<file path="src/shared/ipi_pkg.sv">
// Package: register map, field layout, reset values and timing for ipi block
package ipi_pkg;

   // Register addresses on page 0x00
   localparam logic [7:0] ADDR_PIN_FUNC_UPPER = 8'h2c;
   localparam logic [7:0] ADDR_LEVEL_MONITOR  = 8'h2f;
   localparam logic [7:0] ADDR_IRQ_CONFIG     = 8'h32;
   localparam logic [7:0] ADDR_IRQ_MASK_0     = 8'h33;
   localparam logic [7:0] ADDR_IRQ_LATCHED_0  = 8'h36;

   // Field positions
   localparam int PIN3_SEL_LSB     = 4;
   localparam int PIN4_SEL_LSB     = 0;
   localparam int MON_PIN1_BIT     = 7;
   localparam int IRQ_POL_BIT      = 7;
   localparam int IRQ_EVENT_LSB    = 5;
   localparam int READBACK_SEL_BIT = 2;
   localparam int SRC_ASI_ERR_BIT  = 7;
   localparam int SRC_PLL_LOCK_BIT = 6;

   // Reset values
   localparam logic [7:0] RST_PIN_FUNC_UPPER = 8'h00;
   localparam logic [7:0] RST_LEVEL_MONITOR  = 8'h00;
   localparam logic [7:0] RST_IRQ_CONFIG     = 8'h00;
   localparam logic [7:0] RST_IRQ_MASK_0     = 8'hff;

   // Pin function codes
   typedef enum logic [2:0] {
      FN_DISABLED   = 3'b000,
      FN_PLAIN_IN   = 3'b001,
      FN_MCLK_IN    = 3'b010,
      FN_DAISY_IN   = 3'b011,
      FN_DENSITY_A  = 3'b100,
      FN_DENSITY_B  = 3'b101,
      FN_DENSITY_C  = 3'b110,
      FN_DENSITY_D  = 3'b111
   } ipi_pin_fn_t;

   // Interrupt event modes
   typedef enum logic [1:0] {
      EV_LEVEL    = 2'b00,
      EV_RESERVED = 2'b01,
      EV_REPEAT   = 2'b10,
      EV_ONESHOT  = 2'b11
   } ipi_irq_mode_t;

   // Timing
   localparam int CLK_HZ        = 20_000_000;
   localparam int IRQ_PULSE_US  = 2000;
   localparam int IRQ_PERIOD_US = 4000;
   localparam int IRQ_PULSE_CYC  = (CLK_HZ / 1_000_000) * IRQ_PULSE_US;
   localparam int IRQ_PERIOD_CYC = (CLK_HZ / 1_000_000) * IRQ_PERIOD_US;
   localparam int IRQ_CNT_W      = 17;

   // Register access request
   typedef struct packed {
      logic       rdEn;
      logic       wrEn;
      logic [7:0] addr;
      logic [7:0] wrData;
   } ipi_reg_req_t;

   // Interrupt source events, one-cycle pulses
   typedef struct packed {
      logic asiClkErr;
      logic pllLock;
   } ipi_irq_src_t;

   // Timer state
   typedef struct packed {
      logic [IRQ_CNT_W-1:0] cnt;
      logic                 run;
      ipi_irq_mode_t        lastMode;
   } ipi_tmr_state_t;

   // Register block state
   typedef struct packed {
      ipi_pin_fn_t   pin3Sel;
      ipi_pin_fn_t   pin4Sel;
      logic          irqPol;
      ipi_irq_mode_t irqEvent;
      logic          readbackSel;
      logic [7:0]    mask;
      logic [1:0]    latched;
      logic [3:0]    monitor;
      logic [7:0]    rdData;
      logic          rdValid;
      logic          irqOut;
      logic [3:0]    density;
      logic [3:0]    densityValid;
      logic          mclk;
      logic          mclkValid;
      logic          daisy;
      logic          daisyValid;
   } ipi_state_t;

endpackage
</file>
<file path="src/rtl/ipi_irq_timer.sv">
// Interrupt pulse timer: level, repeating and one-shot output shaping
`timescale 1ns/1ns
`default_nettype none
module ipi_irq_timer #(
   parameter int PULSE_CYC  = ipi_pkg::IRQ_PULSE_CYC,
   parameter int PERIOD_CYC = ipi_pkg::IRQ_PERIOD_CYC
) (
   // Clock and reset
   input  wire logic               clk,
   input  wire logic               srst,
   // Control
   input  wire ipi_pkg::ipi_irq_mode_t mode,
   input  wire logic               pending,
   input  wire logic               trigger,
   // Result
   output logic                    active
);
   import ipi_pkg::*;

   localparam logic [IRQ_CNT_W-1:0] PULSE_LAST  = IRQ_CNT_W'(PULSE_CYC - 1);
   localparam logic [IRQ_CNT_W-1:0] PERIOD_LAST = IRQ_CNT_W'(PERIOD_CYC - 1);
   localparam logic [IRQ_CNT_W-1:0] PULSE_LEN   = IRQ_CNT_W'(PULSE_CYC);

   ipi_tmr_state_t st_ff;
   ipi_tmr_state_t nxt_st;

   always_comb begin
      nxt_st = st_ff;
      nxt_st.lastMode = mode;
      active = 1'b0;
      // RULE15 restart on mode change
      if (mode != st_ff.lastMode) begin
         nxt_st.cnt = '0;
         nxt_st.run = 1'b0;
      end else begin
         case (mode)
            // RULE7 level while pending
            EV_LEVEL: begin
               active = pending;
            end
            // RULE8 repeating 2 ms in 4 ms
            EV_REPEAT: begin
               active = pending && (st_ff.cnt < PULSE_LEN);
               if (!pending) begin
                  nxt_st.cnt = '0;
               end else if (st_ff.cnt == PERIOD_LAST) begin
                  nxt_st.cnt = '0;
               end else begin
                  nxt_st.cnt = st_ff.cnt + 1'b1;
               end
            end
            // RULE9 single pulse per event
            EV_ONESHOT: begin
               active = st_ff.run;
               if (trigger) begin
                  nxt_st.run = 1'b1;
                  nxt_st.cnt = '0;
               end else if (st_ff.run) begin
                  if (st_ff.cnt == PULSE_LAST) begin
                     nxt_st.run = 1'b0;
                     nxt_st.cnt = '0;
                  end else begin
                     nxt_st.cnt = st_ff.cnt + 1'b1;
                  end
               end
            end
            default: begin
               active = 1'b0;
            end
         endcase
      end
   end

   always_ff @(posedge clk) begin
      if (srst) begin
         st_ff <= '{cnt: '0, run: 1'b0, lastMode: EV_LEVEL};
      end else begin
         st_ff <= nxt_st;
      end
   end

endmodule
`default_nettype wire

</file>
<file path="src/rtl/ipi_regs.sv">
// Pin function, level monitor and interrupt configuration registers
//
// Function
// RULE1: Pin three selector in bits 6-4
// RULE2: Pin four selector in bits 2-0
// RULE3: Codes 4-7 route to channel pairs
// RULE4: Monitor shows plain-input pin levels, bits 7-4
// RULE5: Monitor at 0x2F, resets to zero
// RULE6: Bit 7 sets interrupt output polarity
// RULE7: Event mode 0 asserts while pending
// RULE8: Mode 2 asserts 2 ms every 4 ms
// RULE9: Mode 3 one 2 ms pulse per event
// RULE10: Bit 2 chooses all or unmasked readback
// RULE11: Config at 0x32, resets to zero
// RULE12: Mask at 0x33, resets to FFh
// RULE13: Mask bit 7 clock error, bit 6 lock
// RULE14: Latched flags read-only, clear on read
// RULE15: Pulse timing counted, restarts on mode change
`timescale 1ns/1ns
`default_nettype none
module ipi_regs #(
   parameter int PULSE_CYC  = ipi_pkg::IRQ_PULSE_CYC,
   parameter int PERIOD_CYC = ipi_pkg::IRQ_PERIOD_CYC
) (
   // Clock and reset
   input  wire logic                  clk,
   input  wire logic                  srst,
   // Register access
   input  wire ipi_pkg::ipi_reg_req_t regReq,
   output logic [7:0]                 rdData,
   output logic                       rdValid,
   // Pins, index 3 is pin one, index 0 is pin four
   input  wire logic [3:0]            pinLevelIn,
   input  wire ipi_pkg::ipi_pin_fn_t  pin1FunctionSel,
   input  wire ipi_pkg::ipi_pin_fn_t  pin2FunctionSel,
   // Interrupt sources
   input  wire ipi_pkg::ipi_irq_src_t irqSrc,
   // Interrupt pin
   output logic                       irqOut,
   // Routed pin data
   output logic [3:0]                 densityDataIn,
   output logic [3:0]                 densityValid,
   output logic                       mclkIn,
   output logic                       mclkValid,
   output logic                       daisyChainDataIn,
   output logic                       daisyValid
);
   import ipi_pkg::*;

   ipi_state_t st_ff;
   ipi_state_t nxt_st;

   logic [1:0] srcEvt;
   logic [1:0] srcMask;
   logic [1:0] unmaskedLatched;
   logic [1:0] shownLatched;
   logic       timerActive;
   logic [3:0] plainIn;
   ipi_pin_fn_t pinSel [4];

   // RULE13 mask bits per source
   assign srcEvt  = {irqSrc.asiClkErr, irqSrc.pllLock};
   assign srcMask = {st_ff.mask[SRC_ASI_ERR_BIT],
                     st_ff.mask[SRC_PLL_LOCK_BIT]};
   assign unmaskedLatched = st_ff.latched & ~srcMask;
   // RULE10 readback view selection
   assign shownLatched = st_ff.readbackSel ? unmaskedLatched : st_ff.latched;

   assign pinSel[0] = st_ff.pin4Sel;
   assign pinSel[1] = st_ff.pin3Sel;
   assign pinSel[2] = pin2FunctionSel;
   assign pinSel[3] = pin1FunctionSel;

   genvar g;
   generate
      for (g = 0; g < 4; g++) begin : gPlain
         assign plainIn[g] = (pinSel[g] == FN_PLAIN_IN);
      end
   endgenerate

   ipi_irq_timer #(
      .PULSE_CYC  (PULSE_CYC),
      .PERIOD_CYC (PERIOD_CYC)
   ) uTimer (
      .clk     (clk),
      .srst    (srst),
      .mode    (st_ff.irqEvent),
      .pending (|unmaskedLatched),
      .trigger (|(srcEvt & ~srcMask)),
      .active  (timerActive)
   );

   always_comb begin
      logic [1:0] clrMask;
      logic [7:0] rd;
      logic [2:0] code;
      int         pair;
      clrMask = 2'b00;
      rd = 8'h00;
      code = 3'b000;
      pair = 0;
      nxt_st = st_ff;

      // Register writes; read-only addresses ignore writes
      if (regReq.wrEn) begin
         case (regReq.addr)
            // RULE1 pin three selector
            // RULE2 pin four selector
            ADDR_PIN_FUNC_UPPER: begin
               nxt_st.pin3Sel =
                  ipi_pin_fn_t'(regReq.wrData[PIN3_SEL_LSB +: 3]);
               nxt_st.pin4Sel =
                  ipi_pin_fn_t'(regReq.wrData[PIN4_SEL_LSB +: 3]);
            end
            // RULE11 configuration fields
            ADDR_IRQ_CONFIG: begin
               nxt_st.irqPol = regReq.wrData[IRQ_POL_BIT];
               nxt_st.irqEvent =
                  ipi_irq_mode_t'(regReq.wrData[IRQ_EVENT_LSB +: 2]);
               nxt_st.readbackSel = regReq.wrData[READBACK_SEL_BIT];
            end
            // RULE12 mask register
            ADDR_IRQ_MASK_0: begin
               nxt_st.mask = regReq.wrData;
            end
            default: begin
               nxt_st.mask = st_ff.mask;
            end
         endcase
      end

      // Read mux; unmapped addresses read zero
      case (regReq.addr)
         ADDR_PIN_FUNC_UPPER: begin
            rd[PIN3_SEL_LSB +: 3] = st_ff.pin3Sel;
            rd[PIN4_SEL_LSB +: 3] = st_ff.pin4Sel;
         end
         // RULE5 monitor register read
         ADDR_LEVEL_MONITOR: begin
            rd[MON_PIN1_BIT -: 4] = st_ff.monitor;
         end
         ADDR_IRQ_CONFIG: begin
            rd[IRQ_POL_BIT] = st_ff.irqPol;
            rd[IRQ_EVENT_LSB +: 2] = st_ff.irqEvent;
            rd[READBACK_SEL_BIT] = st_ff.readbackSel;
         end
         ADDR_IRQ_MASK_0: begin
            rd = st_ff.mask;
         end
         ADDR_IRQ_LATCHED_0: begin
            rd[SRC_ASI_ERR_BIT] = shownLatched[1];
            rd[SRC_PLL_LOCK_BIT] = shownLatched[0];
            // RULE14 clear what was read
            if (regReq.rdEn) begin
               clrMask = shownLatched;
            end
         end
         default: begin
            rd = 8'h00;
         end
      endcase
      nxt_st.rdValid = regReq.rdEn;
      nxt_st.rdData = regReq.rdEn ? rd : st_ff.rdData;

      // RULE14 new event wins over clear
      nxt_st.latched = (st_ff.latched & ~clrMask) | srcEvt;

      // RULE4 monitor tracks plain-input pins
      nxt_st.monitor = pinLevelIn & plainIn;

      // RULE6 polarity of interrupt pin
      nxt_st.irqOut = st_ff.irqPol ? timerActive : ~timerActive;

      // RULE3 route pins three and four by code
      nxt_st.densityValid = 4'h0;
      nxt_st.density = 4'h0;
      nxt_st.mclkValid = 1'b0;
      nxt_st.mclk = 1'b0;
      nxt_st.daisyValid = 1'b0;
      nxt_st.daisy = 1'b0;
      for (int p = 0; p < 2; p++) begin
         code = pinSel[p];
         if (code[2]) begin
            pair = int'(code[1:0]);
            nxt_st.densityValid[pair] = 1'b1;
            nxt_st.density[pair] = pinLevelIn[p];
         end else if (code == FN_MCLK_IN) begin
            nxt_st.mclkValid = 1'b1;
            nxt_st.mclk = pinLevelIn[p];
         end else if (code == FN_DAISY_IN) begin
            nxt_st.daisyValid = 1'b1;
            nxt_st.daisy = pinLevelIn[p];
         end
      end
   end

   always_ff @(posedge clk) begin
      if (srst) begin
         st_ff <= '0;
         st_ff.pin3Sel <= ipi_pin_fn_t'(RST_PIN_FUNC_UPPER[PIN3_SEL_LSB +: 3]);
         st_ff.pin4Sel <= ipi_pin_fn_t'(RST_PIN_FUNC_UPPER[PIN4_SEL_LSB +: 3]);
         st_ff.irqPol <= RST_IRQ_CONFIG[IRQ_POL_BIT];
         st_ff.irqEvent <= ipi_irq_mode_t'(RST_IRQ_CONFIG[IRQ_EVENT_LSB +: 2]);
         st_ff.readbackSel <= RST_IRQ_CONFIG[READBACK_SEL_BIT];
         st_ff.mask <= RST_IRQ_MASK_0;
         st_ff.monitor <= RST_LEVEL_MONITOR[MON_PIN1_BIT -: 4];
         // Active-low idle level after reset
         st_ff.irqOut <= 1'b1;
      end else begin
         st_ff <= nxt_st;
      end
   end

   assign rdData           = st_ff.rdData;
   assign rdValid          = st_ff.rdValid;
   assign irqOut           = st_ff.irqOut;
   assign densityDataIn    = st_ff.density;
   assign densityValid     = st_ff.densityValid;
   assign mclkIn           = st_ff.mclk;
   assign mclkValid        = st_ff.mclkValid;
   assign daisyChainDataIn = st_ff.daisy;
   assign daisyValid       = st_ff.daisyValid;

endmodule
`default_nettype wire

</file>
<file path="config.mk">
export PLATFORM = sky130hd
export DESIGN_NAME = ipi_regs
export DESIGN_NICKNAME = d
export VERILOG_FILES = /design/src/shared/ipi_pkg.sv /design/src/rtl/ipi_irq_timer.sv /design/src/rtl/ipi_regs.sv
export SDC_FILE = /design/constraint.sdc
export NUM_CORES = 1
export LEC_CHECK = 0
export BUFFER_PORTS_ARGS = -buffer_cell sky130_fd_sc_hd__buf_2
export CORE_MARGIN = 8
export CORE_UTILIZATION = 56
export DETAILED_ROUTE_END_ITERATION = 12
export GPL_TIMING_DRIVEN = 0
export PLACE_DENSITY = 0.9
export REMOVE_ABC_BUFFERS = 1
export SETUP_SLACK_MARGIN = 0.1
export SYNTH_ARGS = -nofsm -noshare
export SYNTH_HDL_FRONTEND = slang
export SYNTH_HIERARCHICAL = 1
export SYNTH_SLANG_ARGS = --single-unit
export TNS_END_PERCENT = 30
</file>
<file path="constraint.sdc">
create_clock -name clk -period 2.3 [get_ports clk]
set_clock_uncertainty 0.2 [all_clocks]
set_input_delay 0 -clock clk [delete_from_list [all_inputs] [get_ports clk]]
set_output_delay 0 -clock clk [all_outputs]
set_load 0.03 [all_outputs]
</file>
==> results of run 1 <==
-- synth_stat cells (5+ instances only) --
library cell	n
dfxtp_1	66
nor2_1	46
nand2_1	28
a21oi_1	27
nand3_1	22
buf_4	19
nor3_1	15
mux2i_1	10
nand4_1	10
nor2b_1	10
xor2_1	10
clkbuf_1	9
xnor2_1	8
inv_1	7
nand2b_1	6
nand3b_1	5
-- path summary, 6_finish.rpt --
path              cells past startpoint               end  slack (ns)
setup / recovery                      7         st_ff[27]        0.20
hold / removal                        5         rdData[7]        0.06
setup reg to reg                      6  uTimer/st_ff[14]        0.29
hold reg to reg                       2         rdData[3]        0.29
-- state kept, by name, summed over array words and instances (netlist names) --
signal,count
st_ff,16
densityDataIn,4
daisyValid,1
rdData,8
uTimer/st_ff,20
pinSel,6
mclkIn,1
irqOut,1
srcMask,2
rdValid,1
daisyChainDataIn,1
densityValid,4
mclkValid,1
-- what timing repair did --
| action | in CTS | in global routing |
|---|---|---|
| resized for setup | 0 | 4 |
| hold buffers | 32 | 0 |
| setup endpoints to repair | 16 | 20 |
| hold endpoints to repair | 40 | 0 |
| pin swaps | 1 | 0 |
| setup buffers | 3 | 0 |
-- worst min-delay path, cell delays in order --
cell,delay (ns)
buf_2,0.10
nor4bb_1,0.13
nand3_1,0.11
o32a_1,0.15
a31oi_1,0.08
-- power groups by stage --
stage                     registers, mW  clock network, mW  logic, mW
final                              1.16              0.869      0.180
after global routing               1.16              0.938      0.194
after CTS                          1.16              0.889      0.172
after detailed placement           1.18                  0      0.132
after global placement             1.18                  0      0.130
after floorplan                    1.20                  0     0.0461
-- area by class of cell --
type                            count  area [µm²]
Tap cell                           75        93.8
Sequential cell                    66        1320
Clock buffer                        9         124
Fill cell                         430        1860
Multi-Input combinational cell    265        1690
Clock inverter                      7        52.6
Timing Repair Buffer               88         608
Inverter                            7        26.3
-- metrics by stage --
step / worst slack (ns) / cells / hold slack (ns) / power [mW] / instance area (µm²)
after global routing: 0.0830 / 517 / 0.0714 / 2.29 / 3920
after global placement: 0.102 / 466 / -0.0398 / 1.31 / 3390
final: 0.201 / 517 / 0.0650 / 2.21 / 3920
after detailed placement: 0.0181 / 466 / -0.0397 / 1.32 / 3390
after floorplan: 0.435 / 338 / -0.135 / 1.24 / 3030
after CTS: 0.166 / 517 / 0.0296 / 2.22 / 3910
-- kinds of logic after synthesis --
logic type | synth area share [%]
fa+ha+maj | 0.382
buf+inv | 8.26
mux | 3.75
xor+xnor | 4.82
flops | 40.4
compound gates | 12.1
simple gates | 30.3
-- layer usage --
| layer | vias to the layer above | GRT usage [%] |
|---|---|---|
| li1 | 1422 | - |
| met1 | 1402 | 19.8 |
| met2 | 111 | 35.8 |
| met3 | 21 | 6.72 |
| met4 | 0 | 7.11 |
| met5 | - | 0 |
==> flow_metrics.tcl, run 1 <==
set metrics [dict create \
    synthArstFlopShare_pct 0 \
    clock-root-buffer "clkbuf_8" \
    area_growth_pct 19.7 \
    setup_tns_ns 0 \
    met3_length_um 395 \
    netlist_top_cells_area "dfxtp_1 (40%), nor2_1 (5.3%), buf_4 (4.4%), a21oi_1 (4.1%), nand3_1 (3.4%)" \
    p_leak_nw 1.51 \
    final_net_count 470 \
    period_minus_slack_ns 2.10 \
    routed_wl_um 8000 \
    worst_pin_slew_ns 0.959 \
    setup_violations 0 \
    grt_max_degree 56 \
    clock_sinks 66 \
    cap_viol_max_count 0 \
    postLayoutCoreUtil_pct 67.8 \
    grt_pass1_wl_um 13600 \
    crit_chain "dlygate4sd3_1 > buf_2 > nor4bb_1 > nand3_1 > o21ai_0 > a21oi_1 > dlygate4sd3_1" \
    drtAntennaViolNets 0 \
    cpMostUsedCell "dlygate4sd3_1" \
    layout_common_cells "dfxtp_1 (66), buf_2 (53), nor2_1 (45)" \
    worstSetupPathType "primary input to register" \
    grt_pass1_vias 2966 \
    synth_area_mm2 0.00327 \
    die_width_um 92.5 \
    max_stage_delay_ns 0.60 \
    worst-path-buf-inv 3 \
    required_ns 2.33 \
    critPathLaunch "regReq[10]" \
    power_frac_comb_pct 8.2 \
    die-area_mm2 0.00855 \
    cts_buffers 9 \
    core_area_mm2 0.00578 \
    vias 2956 \
    holdCritPathClass "primary input to register" \
    drt_iter0_drc 143 \
    grt.overflow.total 0 \
    max_slew_margin_pct 36.1 \
    fmax_mhz 477 \
    place.gp.congestion 0.874 \
    drive_above_1_share_pct 21.9 \
    critPathArrivalTime_ns 2.13 \
    route.layer.met1.wl_um 3210 \
    holdCritStartpoint "regReq[13]" \
    antenna_cells 0 \
    synth_area_per_cell_um2 8.73 \
    slowest_stage "dlygate4sd3_1" \
    vdd_drop_max_mv 0.735 \
    drtPass1Iterations 4 \
    endpoint_kind "register" \
    insertion_delay_ns 0.34 \
    start_kind "primary input" \
    wl_per_cell_um 15.5 \
    intPower_mw 1.63 \
    synth_top_area_share_pct 40.4 \
    path_clk_slew_ns 0.08 \
    p_seq_share_pct 52.5 \
    syn_inst 375 \
    dieHeight_um 92.5 \
    dp_hpwl_um 4930 \
    synth_enable_flop_cells 0 \
    hold_violations 0 \
    ys.flop_type "dfxtp_1" \
    track_usage_pct 19.4 \
    power-per-cell-area_mw_per_mm2 563 \
    switching_share_pct 26.2 \
    rows 28 \
    synth-seq-cells 66 \
    crit_family "buffers and inverters" \
    port_buffers 53 \
    top_layer "met4" \
    drc 0 \
    antenna_found_initial 0 \
    path_max_fanout 7 \
    power_switching_uw 578 \
    start_util_pct 56.6 \
    synth_top_area_cell "dfxtp_1" \
    slew_violations 0 \
    status "finished, final reports clean" \
    htree_levels 3 \
    p_clk_share_pct 39.4 \
    viasPerCell 5.72 \
    synth_cell_types 59 \
    period_share_pct 91.2 \
    dr_wl_met2_um 4230 \
    crit-reg2reg-launch "srcMask[0]" \
    ctsLongestPathBuffers 2 \
    layout_commonest_cell "dfxtp_1" \
    cts_tree "yes" \
    ys_warn_count 6 \
    rsz0062_at_grt "true" \
    ys_seq_area_share_pct 40.4 \
    pin_count 54 \
]
Power figures use the tool's default switching activity.
==> run 2: changes to the inputs <==
--- a/config.mk
+++ b/config.mk
@@ -7,10 +7,11 @@
 export LEC_CHECK = 0
 export BUFFER_PORTS_ARGS = -buffer_cell sky130_fd_sc_hd__buf_2
 export CORE_MARGIN = 8
-export CORE_UTILIZATION = 56
+export CORE_UTILIZATION = 58
+export CTS_BUF_LIST = sky130_fd_sc_hd__clkbuf_8
 export DETAILED_ROUTE_END_ITERATION = 12
 export GPL_TIMING_DRIVEN = 0
-export PLACE_DENSITY = 0.9
+export PLACE_DENSITY = 0.84
 export REMOVE_ABC_BUFFERS = 1
 export SETUP_SLACK_MARGIN = 0.1
 export SYNTH_ARGS = -nofsm -noshare
==> run 2 against run 1 <==
Effect of this change: non-clock buffer count decreased by 3; final cell count shrank 1.2%; core utilization up 3.5 points; die area shrank 2.9%; count of clock-buffer cells in the layout increased by 3; worst hold slack worse by 0.0028 ns; critical path depth is 1 lower; maximum frequency fell by 0.95%; via count decreased by 3.5%; setup slack got worse by 0.020 ns; combinational power barely moved; highest routed layer unchanged.
==> flow_metrics.tcl, run 2 (synthesis gave the netlist of run 1 again) <==
set metrics [dict create \
    start_util_pct 59.8 \
    grt_pass1_wl_um 12900 \
    drive_above_1_share_pct 21.0 \
    core_area_mm2 0.00547 \
    drtPass1Iterations 4 \
    rsz0062_at_grt "true" \
    p_leak_nw 1.53 \
    htree_levels 3 \
    holdCritStartpoint "regReq[15]" \
    cts_tree "yes" \
    die_width_um 91.1 \
    clock_sinks 66 \
    start_kind "register" \
    grt.overflow.total 0 \
    antenna_cells 0 \
    grt_pass1_vias 2783 \
    max_slew_margin_pct 36.5 \
    pin_count 54 \
    hold_violations 0 \
    ctsLongestPathBuffers 2 \
    power-per-cell-area_mw_per_mm2 567 \
    viasPerCell 5.58 \
    die-area_mm2 0.00830 \
    port_buffers 53 \
    cap_viol_max_count 0 \
    holdCritPathClass "primary input to register" \
    clock-root-buffer "clkbuf_8" \
    crit-reg2reg-launch "srcMask[0]" \
    drt_iter0_drc 163 \
    worst_pin_slew_ns 0.952 \
    status "finished, final reports clean" \
    layout_commonest_cell "dfxtp_1" \
    drtAntennaViolNets 0 \
    grt_max_degree 56 \
    setup_violations 0 \
    route.layer.met1.wl_um 3240 \
    ff2ff_setup_slack_ns 0.18 \
    critPathLaunch "srcMask[0]" \
    drc 0 \
    regMostFlops "uTimer/st_ff" \
    critPathArrivalTime_ns 2.16 \
    period_minus_slack_ns 2.12 \
    fin_ws_ns 0.181 \
    dieHeight_um 91.1 \
    postLayoutCoreUtil_pct 71.3 \
    final_net_count 467 \
    vias 2853 \
    period_share_pct 92.1 \
    vdd_drop_max_mv 0.482 \
    place.gp.congestion 0.856 \
    endpoint_kind "register" \
    routed_wl_um 7630 \
    path_clk_slew_ns 0.07 \
    track_usage_pct 18.8 \
    cts_buffers 9 \
    area_growth_pct 19.2 \
    dr_wl_met2_um 3920 \
    rows 27 \
    antenna_found_initial 0 \
    fmax_mhz 472 \
    layout_common_cells "dfxtp_1 (66), buf_2 (53), nor2_1 (45)" \
    place_ws_ns 0.00400 \
    path_max_fanout 6 \
    slew_violations 0 \
    dp_hpwl_um 4960 \
    insertion_delay_ns 0.34 \
    top_layer "met4" \
    worstSetupPathType "register to register" \
    largest_register_ffs 20 \
    met3_length_um 323 \
    required_ns 2.34 \
    setup_tns_ns 0 \
    wl_per_cell_um 14.9 \
]
==> run 2: cell count changes in the layout (fill, tap and decap cells not counted), sizes merged <==
cell / previous run / this run
clkinvlp: 4 / 0
clkbuf: 9 / 12
buf: 56 / 54
clkinv: 1 / 2
dlygate4sd3: 32 / 31
==> run 2: final cells by class <==
| type | instances | area (µm²) |
|---|---|---|
| clock buffer | 12 | 165 |
| clock inverter | 4 | 17.5 |
| fill | 427 | 1570 |
| inverter | 7 | 26.3 |
| multi-input combinational | 265 | 1690 |
| sequential | 66 | 1320 |
| tap | 72 | 90.1 |
| timing repair buffer | 85 | 596 |
==> run 2: final timing paths <==
path	endpoint	cells past startpoint
worst max register to register	uTimer/st_ff[16]	6
worst max-delay path	uTimer/st_ff[16]	6
worst min register to register	uTimer/st_ff[4]	2
worst min-delay path	rdData[4]	5
==> run 2: metrics by stage <==
stage	instance area (µm²)	hold WS, ns	power, mW	instances
after floorplan	3030	-0.135	1.24	338
after global placement	3380	-0.0398	1.31	463
after detailed placement	3380	-0.0321	1.32	463
after CTS	3900	0.0340	2.24	511
after global routing	3900	0.0729	2.30	511
final	3900	0.0622	2.21	511
==> run 2: repair_timing <==
action                                 CTS  global route
setup endpoints to repair               16            18
gates resized for setup                  0             3
buffers inserted                         1             0
hold buffers                            31             0
endpoints found under the hold margin   40             0
pin swaps                                1             0
==> run 2: worst max-delay path, cell delays in order, from the launching register on <==
cell	delay (ns)
dfxtp_1	0.36
o22ai_1	0.35
nor3b_1	0.16
or3_1	0.52
nor3_1	0.23
xnor2_1	0.15
nor2_1	0.05
==> run 2: layer usage <==
| metal | vias to the layer above | GRT usage, % |
|---|---|---|
| met5 | - | 0 |
| met4 | 0 | 11.1 |
| met3 | 13 | 4.61 |
| met2 | 72 | 31.0 |
| met1 | 1345 | 21.8 |
| li1 | 1423 | - |
==> run 2: power by group <==
group          switching [mW]  internal, mW
sequential            0.00605          1.15
clock                   0.407         0.468
combinational          0.0960        0.0822
total                   0.509          1.70
